`src/pkg/pegq_pkg.sv`:
```
// Purpose: Shared constants for the port egress queue control block
// Assumes: One switch port, 8-bit register port, 50 MHz sys_clk
// Notes:   Offsets are byte addresses on the plain register port

`default_nettype none

package pegq_pkg;

  // ****************************************************************
  // Register offsets
  // ****************************************************************
  localparam logic [7:0] PEGQ_ADDR_TWOQ   = 8'h10;
  localparam logic [7:0] PEGQ_ADDR_GLB    = 8'h87;
  localparam logic [7:0] PEGQ_ADDR_INS    = 8'hB0;
  localparam logic [7:0] PEGQ_ADDR_SPLIT  = 8'hB1;
  localparam logic [7:0] PEGQ_ADDR_RATIO  = 8'hB2;
  localparam logic [7:0] PEGQ_ADDR_CREDIT = 8'hBE;

  // ****************************************************************
  // Field positions
  // ****************************************************************
  localparam int PEGQ_TWOQ_BIT     = 0;
  localparam int PEGQ_GLB_INS_BIT  = 2;
  localparam int PEGQ_INS_LOW_BIT  = 0;
  localparam int PEGQ_SPLIT_BIT    = 1;
  localparam int PEGQ_DROP_BIT     = 0;
  localparam int PEGQ_RATIO_EN_BIT = 7;

  // ****************************************************************
  // Reset values
  // ****************************************************************
  localparam logic       PEGQ_TWOQ_RST     = 1'h0;
  localparam logic       PEGQ_GLB_INS_RST  = 1'h0;
  localparam logic       PEGQ_INS_LOW_RST  = 1'h0;
  localparam logic       PEGQ_SPLIT_RST    = 1'h0;
  localparam logic       PEGQ_DROP_RST     = 1'h0;
  localparam logic       PEGQ_RATIO_EN_RST = 1'h1;
  localparam logic [6:0] PEGQ_RATIO_RST    = 7'h08;

  // ****************************************************************
  // Queue modes, {split, twoQ}
  // ****************************************************************
  typedef enum logic [1:0] {
    PEGQ_Q1   = 2'h0,
    PEGQ_Q2   = 2'h1,
    PEGQ_Q4   = 2'h2,
    PEGQ_QRSV = 2'h3
  } pegq_qmode_t;

  // ****************************************************************
  // Timing
  // ****************************************************************
  localparam int PEGQ_CLK_NS       = 20;
  localparam int PEGQ_INTERVAL_NS  = 20480;
  localparam int PEGQ_INTERVAL_CYC = (PEGQ_INTERVAL_NS / PEGQ_CLK_NS < 1) ? 1 :
                                     PEGQ_INTERVAL_NS / PEGQ_CLK_NS;
  localparam int PEGQ_TICK_W       = $clog2(PEGQ_INTERVAL_CYC + 1);

endpackage : pegq_pkg

`default_nettype wire

```
`src/hdl/pegq_port_egress_queue_control.sv`:
```
// Purpose: Egress queue configuration and queue-3 weighted scheduling
// Assumes: Frame and queue inputs come from logic on sys_clk
// Notes:   Decisions and grants appear one cycle after their request

`timescale 1ns/1ps
`default_nettype none

module pegq_port_egress_queue_control
  import pegq_pkg::*;
(
  input  wire logic       sys_clk,
  input  wire logic       rst,
  input  wire logic [7:0] regAddr,
  input  wire logic [7:0] regWrData,
  input  wire logic       regWr,
  input  wire logic       regRd,
  output logic      [7:0] regRdData,
  input  wire logic       frameValid,
  input  wire logic       frameTagged,
  input  wire logic [1:0] framePrio,
  input  wire logic       frameToLowest,
  output logic            frameDone,
  output logic            frameDrop,
  output logic      [1:0] frameQueue,
  output logic            insertPvid,
  input  wire logic [3:0] queueNotEmpty,
  input  wire logic       txReady,
  output logic            grantValid,
  output logic      [1:0] grantQueue
);

  // ****************************************************************
  // State
  // ****************************************************************
  typedef struct packed {
    logic                   twoQ;
    logic                   glbIns;
    logic                   insLow;
    logic                   split;
    logic                   dropEn;
    logic                   ratioEn;
    logic [6:0]             ratio;
    logic [7:0]             rdData;
    logic                   frameDone;
    logic                   frameDrop;
    logic [1:0]             frameQueue;
    logic                   insertPvid;
    logic                   grantValid;
    logic [1:0]             grantQueue;
    logic [PEGQ_TICK_W-1:0] tick;
    logic                   intervalStart;
  } pegq_state_t;

  localparam logic [PEGQ_TICK_W-1:0] TICK_LAST = PEGQ_TICK_W'(PEGQ_INTERVAL_CYC - 1);

  pegq_state_t st_r;
  pegq_state_t st_nxt;

  pegq_qmode_t qMode;
  logic        weighted;
  logic        q3Allowed;
  logic        consume;
  logic [6:0]  creditLeft;

  // ****************************************************************
  // Queue-3 allowance
  // ****************************************************************
  // Allowance only matters in four-queue weighted mode; other modes keep strict order
  assign qMode     = pegq_qmode_t'({st_r.split, st_r.twoQ});
  assign weighted  = (qMode == PEGQ_Q4) && st_r.ratioEn;
  assign q3Allowed = queueNotEmpty[3] && !(weighted && creditLeft == 7'h00);
  assign consume   = st_nxt.grantValid && st_nxt.grantQueue == 2'h3 && weighted;

  pegq_sched_credit u_credit (
    .sys_clk    (sys_clk),
    .rst        (rst),
    .reload     (st_r.intervalStart),
    .consume    (consume),
    .limit      (st_r.ratio),
    .creditLeft (creditLeft)
  );

  // ****************************************************************
  // Next state
  // ****************************************************************
  always_comb begin
    st_nxt            = st_r;
    st_nxt.frameDone  = 1'h0;
    st_nxt.grantValid = 1'h0;
    st_nxt.rdData     = 8'h00;

    // Register writes; reserved bits are simply not stored
    if (regWr) begin
      case (regAddr)
        PEGQ_ADDR_TWOQ:  st_nxt.twoQ   = regWrData[PEGQ_TWOQ_BIT];
        PEGQ_ADDR_GLB:   st_nxt.glbIns = regWrData[PEGQ_GLB_INS_BIT];
        PEGQ_ADDR_INS:   st_nxt.insLow = regWrData[PEGQ_INS_LOW_BIT];
        PEGQ_ADDR_SPLIT: begin
          st_nxt.split  = regWrData[PEGQ_SPLIT_BIT];
          st_nxt.dropEn = regWrData[PEGQ_DROP_BIT];
        end
        PEGQ_ADDR_RATIO: begin
          st_nxt.ratioEn = regWrData[PEGQ_RATIO_EN_BIT];
          st_nxt.ratio   = regWrData[6:0];
        end
        default: ;
      endcase
    end

    // Register reads; unmapped addresses return zero
    if (regRd) begin
      case (regAddr)
        PEGQ_ADDR_TWOQ:   st_nxt.rdData[PEGQ_TWOQ_BIT]    = st_r.twoQ;
        PEGQ_ADDR_GLB:    st_nxt.rdData[PEGQ_GLB_INS_BIT] = st_r.glbIns;
        PEGQ_ADDR_INS:    st_nxt.rdData[PEGQ_INS_LOW_BIT] = st_r.insLow;
        PEGQ_ADDR_SPLIT: begin
          st_nxt.rdData[PEGQ_SPLIT_BIT] = st_r.split;
          st_nxt.rdData[PEGQ_DROP_BIT]  = st_r.dropEn;
        end
        PEGQ_ADDR_RATIO:  st_nxt.rdData = {st_r.ratioEn, st_r.ratio};
        PEGQ_ADDR_CREDIT: st_nxt.rdData = {1'h0, creditLeft};
        default: ;
      endcase
    end

    // Frame classification
    if (frameValid) begin
      st_nxt.frameDone  = 1'h1;
      st_nxt.frameDrop  = frameTagged && st_r.dropEn;
      st_nxt.insertPvid = !frameTagged && frameToLowest
                          && st_r.insLow && st_r.glbIns;
      case (qMode)
        PEGQ_Q4: st_nxt.frameQueue = framePrio;
        PEGQ_Q2: st_nxt.frameQueue = {framePrio[1], framePrio[1]};
        // Reserved code is never relied on; it falls back to one queue
        default: st_nxt.frameQueue = 2'h0;
      endcase
    end

    // Interval timer
    st_nxt.intervalStart = 1'h0;
    if (st_r.tick == TICK_LAST) begin
      st_nxt.tick          = '0;
      st_nxt.intervalStart = 1'h1;
    end else begin
      st_nxt.tick = st_r.tick + PEGQ_TICK_W'(1);
    end

    // Transmit selection, highest allowed queue first
    if (txReady) begin
      st_nxt.grantValid = 1'h1;
      if (q3Allowed) begin
        st_nxt.grantQueue = 2'h3;
      end else if (queueNotEmpty[2]) begin
        st_nxt.grantQueue = 2'h2;
      end else if (queueNotEmpty[1]) begin
        st_nxt.grantQueue = 2'h1;
      end else if (queueNotEmpty[0]) begin
        st_nxt.grantQueue = 2'h0;
      end else begin
        st_nxt.grantValid = 1'h0;
      end
    end
  end

  always_ff @(posedge sys_clk) begin
    if (rst) begin
      st_r               <= '0;
      st_r.twoQ          <= PEGQ_TWOQ_RST;
      st_r.glbIns        <= PEGQ_GLB_INS_RST;
      st_r.insLow        <= PEGQ_INS_LOW_RST;
      st_r.split         <= PEGQ_SPLIT_RST;
      st_r.dropEn        <= PEGQ_DROP_RST;
      st_r.ratioEn       <= PEGQ_RATIO_EN_RST;
      st_r.ratio         <= PEGQ_RATIO_RST;
    end else begin
      st_r <= st_nxt;
    end
  end

  assign regRdData  = st_r.rdData;
  assign frameDone  = st_r.frameDone;
  assign frameDrop  = st_r.frameDrop;
  assign frameQueue = st_r.frameQueue;
  assign insertPvid = st_r.insertPvid;
  assign grantValid = st_r.grantValid;
  assign grantQueue = st_r.grantQueue;
endmodule : pegq_port_egress_queue_control

`default_nettype wire

```
`src/hdl/pegq_sched_credit.sv`:
```
// Purpose: Packet allowance counter for one weighted transmit queue
// Assumes: Same clock as the caller; inputs already synchronous
// Notes:   Reload wins over a consume in the same cycle

`timescale 1ns/1ps
`default_nettype none

module pegq_sched_credit
  import pegq_pkg::*;
(
  input  wire logic       sys_clk,
  input  wire logic       rst,
  input  wire logic       reload,
  input  wire logic       consume,
  input  wire logic [6:0] limit,
  output logic      [6:0] creditLeft
);

  // ****************************************************************
  // State
  // ****************************************************************
  typedef struct packed {
    logic [6:0] cnt;
  } pegq_credit_t;

  pegq_credit_t st_r;
  pegq_credit_t st_nxt;

  always_comb begin
    st_nxt = st_r;
    if (reload) begin
      st_nxt.cnt = limit;
    end else if (consume && st_r.cnt != 7'h00) begin
      st_nxt.cnt = st_r.cnt - 7'h01;
    end
  end

  always_ff @(posedge sys_clk) begin
    if (rst) begin
      st_r.cnt <= PEGQ_RATIO_RST;
    end else begin
      st_r <= st_nxt;
    end
  end

  assign creditLeft = st_r.cnt;
endmodule : pegq_sched_credit

`default_nettype wire

```
`config.mk`:
```
export PLATFORM = sky130hd
export DESIGN_NAME = pegq_port_egress_queue_control
export DESIGN_NICKNAME = d
export VERILOG_FILES = /design/src/pkg/pegq_pkg.sv /design/src/hdl/pegq_port_egress_queue_control.sv /design/src/hdl/pegq_sched_credit.sv
export SDC_FILE = /design/constraint.sdc
export NUM_CORES = 1
export LEC_CHECK = 0
export ABC_AREA = 1
export BUFFER_PORTS_ARGS = -buffer_cell sky130_fd_sc_hd__buf_2
export CAP_MARGIN = 20
export CORE_MARGIN = 2
export CORE_UTILIZATION = 42
export DETAILED_ROUTE_END_ITERATION = 6
export PLACE_DENSITY = 0.66
export SYNTH_ARGS = -nofsm -noshare
export SYNTH_HDL_FRONTEND = slang
export SYNTH_HIERARCHICAL = 1
export SYNTH_SLANG_ARGS = --single-unit
```
`constraint.sdc`:
```
create_clock -name sys_clk -period 1.6 [get_ports sys_clk]
set_input_delay 0.32 -clock sys_clk [delete_from_list [all_inputs] [get_ports sys_clk]]
set_output_delay 0.32 -clock sys_clk [all_outputs]
set_load 0.01 [all_outputs]
```
* Word-level counts from Yosys, hierarchy flattened *
Index checks and enable logic that the tools add are counted.

word-level totals
  bits in registers = 48
  latch bits = 0
  memory bits (writable) = 0
  memory bits (read-only) = 0
  input bits = 30
  output and inout port bits = 16
  word-level logic and storage cells = 70
  memories = 0

cells by class
  add/sub/neg operators = 2
  multiply operators = 0
  divide/modulo/power cells = 0
  $lt $le $gt $ge = 0
  equality and inequality tests = 10
  shift operators = 0
  muxes and demuxes = 18
  bitwise gates (word level) = 1
  reductions and logical operators = 22

operators by type and width
  cell                   number
  $eq 8x8->1 const B     5
  $mux 7                 2
  $add 11x1->11 const B  1
  $eq 11x10->1 const B   1
  $logic_and 1x1->1      10
  $pmux 5 s2             1
  $reduce_and 2->1       5
  $eq 8x5->1 const B     1
  $mux 2                 4
  $logic_not 7->1        1
  $reduce_bool 7->1      1
  $sub 7x1->7 const B    1
  $pmux 1 s3             2
  $mux 1                 5
  $mux 5                 1
  $pmux 1 s5             1
  $eq 2x2->1 const B     2
  $pmux 2 s2             1
  $reduce_or 2->1        2
  $mux 3                 1
  $eq 2x1->1 const B     1
  $logic_not 1->1        2
  $reduce_bool 2->1      1
  $not 1->1              1

* Longest topological paths before layout *
  depth in word-level cells = 13
  gate-level depth with buffers = 15
  depth with buffers taken out = 15

* Hierarchy *
Netlist, hierarchy kept.

modules (own cells, without submodules)
  module                          instances  cells an instance  area an instance (um2)  sequential area each (um2)
  pegq_port_egress_queue_control  1          266                1968.1                  820.8
  pegq_sched_credit               1          72                 457.9                   140.1

* Worst setup path after synthesis *
OpenSTA, ideal clock, no wires.

  path kind = flip-flop to flip-flop
  from = register st_r, in the netlist qMode[0]
  to = register u_credit.st_r, in the netlist u_credit/creditLeft[0]
  library setup time = 117 ps
  arrival = 1575 ps
  required time = 1483 ps
  path slack = -92 ps
  stages on the path, launching flop included = 15
  buffers on the path = 0
  period minus slack after synthesis = 1692 ps
  cell sequence = dfxtp_1 > inv_1 > ha_1 > nand2_1 > nor2_1 > nand2_1 > nand2_1 > nand2_1 > nand3b_1 > nor2_1 > inv_1 > nor2_1 > nand2_1 > a21oi_1 > nor2_1

on the way
  word-level cells in the longest chain between the ends = 12
  elaborated cells on any way between the ends = 13
  classes of those cells = 2 x eq/ne; 3 x mux; 8 x reduce/logical

ends and longest elaborated chain
  what                                    RTL line                               RTL
  start: declaration                      pegq_port_egress_queue_control.sv:56   pegq_state_t st_r;
  start signal: assignment                pegq_port_egress_queue_control.sv:177  st_r <= st_nxt;
  $eq 2x2->1 (*)                          pegq_port_egress_queue_control.sv:70   assign weighted = (qMode == PEGQ_Q4) && st_r.ratioEn;
  $logic_and 1x1->1 (*)                   pegq_port_egress_queue_control.sv:70
  $logic_and 1x1->1                       pegq_port_egress_queue_control.sv:71   assign q3Allowed = queueNotEmpty[3] && !(weighted && creditLeft == 7'h00);
  $logic_not 1->1                         pegq_port_egress_queue_control.sv:71
  $logic_and 1x1->1                       pegq_port_egress_queue_control.sv:71
  $mux 2                                  pegq_port_egress_queue_control.sv:152  if (q3Allowed) begin
  $mux 3                                  pegq_port_egress_queue_control.sv:150  if (txReady) begin
  $eq 2x2->1                              pegq_port_egress_queue_control.sv:72   assign consume = st_nxt.grantValid && st_nxt.grantQueue == 2'h3 && weighted;
  $logic_and 1x1->1                       pegq_port_egress_queue_control.sv:72
  $logic_and 1x1->1 (*)                   pegq_port_egress_queue_control.sv:72
  named net consume                       pegq_port_egress_queue_control.sv:62   logic consume;
  $logic_and 1x1->1 (*)                   pegq_sched_credit.sv:33                end else if (consume && st_r.cnt != 7'h00) begin
  $reduce_bool 2->1 (no source line) (*)  n/a
  end signal: assignment                  pegq_sched_credit.sv:42                st_r <= st_nxt;
  end: declaration                        pegq_sched_credit.sv:26                pegq_credit_t st_r;

The timed path passes the listed nets; every way through them passes the cells marked *.
A chain may end at the register's enable or synchronous reset.

* Worst setup path in the final report *
  from = register st_r, in the netlist qMode[0]
  to = register u_credit.st_r, in the netlist u_credit/creditLeft[3]

Same word-level chain as after synthesis.

==> results.py <==
metrics = {
    "synthesis": {
        "ys_types": 33,
        "ys_async_sr_fraction": 0,
        "syn-instance-count": 338,
        "syn_avg_cell_area_um2": 7.18,
        "synth_edf_count": 0,
        "synth_ff_type": "dfxtp_1",
        "yosysWarnings": 6,
        "synthTopCellsByCount": "nand2_1, dfxtp_1, inv_1",
        "synth_top_cell_area_share": 0.396,
        "synth_most_common_cell": "nand2_1",
        "yosysTopAreaCell": "dfxtp_1",
        "ys_top_cells_by_area": "dfxtp_1, nand2_1, inv_1",
        "synth_nets": 372,
        "synthesis.area_um2": 2430,
        "yosysSeqAreaShare": 0.396,
        "ys_seq_elements": 48,
    },
    "cells_and_area": {
        "fillerInstances": 595,
        "n_antenna_cell": 0,
        "final_nets": 429,
        "final_util": 0.537,
        "area_delta_synth_final_pct": 22.6,
        "drive_above_1_share": 0.290,
    },
    "floorplanning": {
        "die_x_um": 80,
        "die_y_um": 80,
        "num_rows": 27,
        "start_util": 0.438,
        "io_pins": 46,
        "design.die.area_um2": 6400,
        "fp.coreArea_um2": 5540,
    },
    "job": {
        "cap_violations": 0,
    },
    "route": {
        "vias_per_cell": 4.90,
        "post_drt_wl_per_cell_um": 12.2,
        "drc": 0,
        "vias": 2294,
        "detail-route-antenna-nets": 0,
        "routed_wirelength_um": 5690,
        "drtPass1Iterations": 4,
        "drt-initial-drc-count": 117,
    },
    "place": {
        "dpl.hpwl_um": 4300,
        "port_buffers": 45,
        "routabilityCongestion": 0.894,
        "detailedPlace.worstSlack_ns": -0.153,
    },
    "timing": {
        "fin_skew_ns": 0.00705,
        "worst_pin_slew_ns": 0.313,
        "layout_min_cycle_time_ns": 1.64,
        "fmax_mhz": 609,
        "setup_ws_ns": -0.0421,
        "finalMaxSlewViolations": 0,
        "slew_headroom": 0.790,
        "hold_violations": 0,
        "finalSetupViolCount": 5,
        "period_share": 1.03,
        "grt_setup_unrepaired": "yes",
    },
    "min_path": {
        "worstHoldPathCells": 3,
        "holdPathEnd": "st_r[35]",
        "hp-class": "input port to flip-flop",
        "hold_start": "regWrData[7]",
    },
    "setup_path": {
        "reg2reg_to": "u_credit/creditLeft[3]",
        "endpoint_kind": "flip-flop",
        "rrSetupSlack_ns": -0.04,
        "critPathKind": "flip-flop to flip-flop",
        "startpoint_type": "flip-flop",
        "crit_arrival_ns": 1.84,
        "rr_startpoint": "qMode[0]",
        "crit_required_ns": 1.80,
        "path_max_fanout": 4,
        "reg2reg_depth": 15,
    },
    "outcome": {
        "violations": "setup timing",
        "outcome": "finished with violations",
    },
    "grt": {
        "grt_pass1_wl_um": 9550,
        "antenna_found_initial": 0,
        "grt_max_degree": 17,
        "grt_pass1_vias": 2137,
        "grt_usage": 0.193,
        "grt-ovfl-total": 0,
    },
    "clock_network": {
        "cts_sinks": 48,
        "clockBufferDepth": 2,
        "htreeDepth": 2,
        "clockRootBuffer": "clkbuf_8",
        "clk_pin_slew_ns": 0.09,
        "worstSkewPairLatency_ns": 0.31,
        "cts_buffers": 5,
        "cts_tree": "built",
    },
    "power_and_ir_drop": {
        "p_leak_uw": 0.00130,
        "peakVddDrop_mv": 0.445,
        "p_per_area_nw_per_um2": 772,
    },
}
-- power by group --
| part | switching (uW) | internal (uW) | total [uW] |
|---|---|---|---|
| combinational | 106 | 71.9 | 178 |
| sequential | 8.36 | 1210 | 1220 |
| clock | 430 | 471 | 900 |
| total | 544 | 1750 | 2300 |
-- metal layers --
metal | wire length, um | up-vias | global-route usage | share of wire
li1 | - | 1196 | - | -
met1 | 2660 | 1042 | 0.253 | 0.47
met2 | 2750 | 52 | 0.319 | 0.48
met3 | 256 | 4 | 0.0385 | 0.045
met4 | 18 | 0 | 0.0610 | 0.0032
met5 | 0 | - | 0 | 0
-- placed cells by master, fill, tap and decap left out, drive strengths merged, types with 4 or more instances in the layout --
cell type / n
ha: 4
nand3: 32
nor2: 48
nor3: 6
a21oi: 25
clkbuf: 5
inv: 48
buf: 67
dfxtp: 48
o21ai: 26
nand2: 62
nand4: 6
-- sequential cells by signal, indices dropped and copies added, names as in the netlist --
| signal | flops |
|---|---|
| insertPvid | 1 |
| frameDrop | 1 |
| qMode | 2 |
| st_r | 23 |
| grantValid | 1 |
| u_credit/creditLeft | 7 |
| regRdData | 8 |
| frameQueue | 2 |
| frameDone | 1 |
| grantQueue | 2 |
-- timing repair --
item	4_1_cts	5_1_grt
resized for setup	12	11
pin swaps	13	7
setup buffers	2	2
setup endpoints to repair	7	7
hold buffers	0	0
-- how the worst max path moves through the flow --
stage / startpoint / end / slack (ns) / cells past startpoint
6_report: qMode[0] / u_credit/creditLeft[3] / -0.04 / 15
5_1_grt: qMode[0] / u_credit/creditLeft[3] / -0.17 / 15
4_1_cts: qMode[0] / u_credit/creditLeft[0] / -0.04 / 14
3_5_place_dp: qMode[0] / u_credit/creditLeft[0] / -0.15 / 14
3_3_place_gp: qMode[0] / u_credit/creditLeft[0] / -0.04 / 14
2_1_floorplan: qMode[0] / u_credit/creditLeft[0] / 0.008 / 14
-- metrics by stage --
stage / std cells / TNS, ns / total power (uW) / hold WS [ns] / instance area (um2)
after floorplan: 338 / 0 / 1340 / 0.389 / 2430
after global placement: 456 / -0.0404 / 1420 / 0.433 / 2760
after detailed placement: 456 / -0.420 / 1420 / 0.439 / 2760
after CTS: 466 / -0.0658 / 2320 / 0.203 / 2930
after global routing: 468 / -0.985 / 2400 / 0.204 / 2970
final: 468 / -0.190 / 2300 / 0.210 / 2970
-- critical path, cell delays in order (launching register included) --
cell and delay (ns):
dfxtp_2 0.34, inv_2 0.05, ha_4 0.16, nand2_4 0.05, nor2_2 0.03, nand2_1 0.05
nand2_1 0.06, nand2_1 0.08, nand3b_1 0.09, nor2_2 0.16, buf_4 0.14, o21ai_4 0.06
nand2_4 0.09, clkinv_4 0.07, nand2_2 0.06, nand3_2 0.05
-- kinds of logic (layout without fill, tap and decap cells) --
| logic type | Yosys count | count (layout) | synth area share |
|---|---|---|---|
| AOI/OAI and AO/OA | 56 | 56 | 0.124 |
| xor gates and xnor gates | 6 | 6 | 0.0217 |
| adders and majority gates | 4 | 4 | 0.0206 |
| buffers and inverters | 66 | 124 | 0.126 |
| DFF | 48 | 48 | 0.396 |
| and+or+nand+nor | 158 | 158 | 0.311 |
-- layout make-up --
cell class,count,area (um2),share of cell area
clock buffer,5,68.8,0.0231
inverter,49,189,0.0635
clock inverter,3,46.3,0.0156
sequential,48,965,0.324
timing repair buffer,67,390,0.131
multi-input combinational,224,1220,0.412
tap,72,90.1,0.0303
No activity file was read; power rests on OpenSTA's default activity.
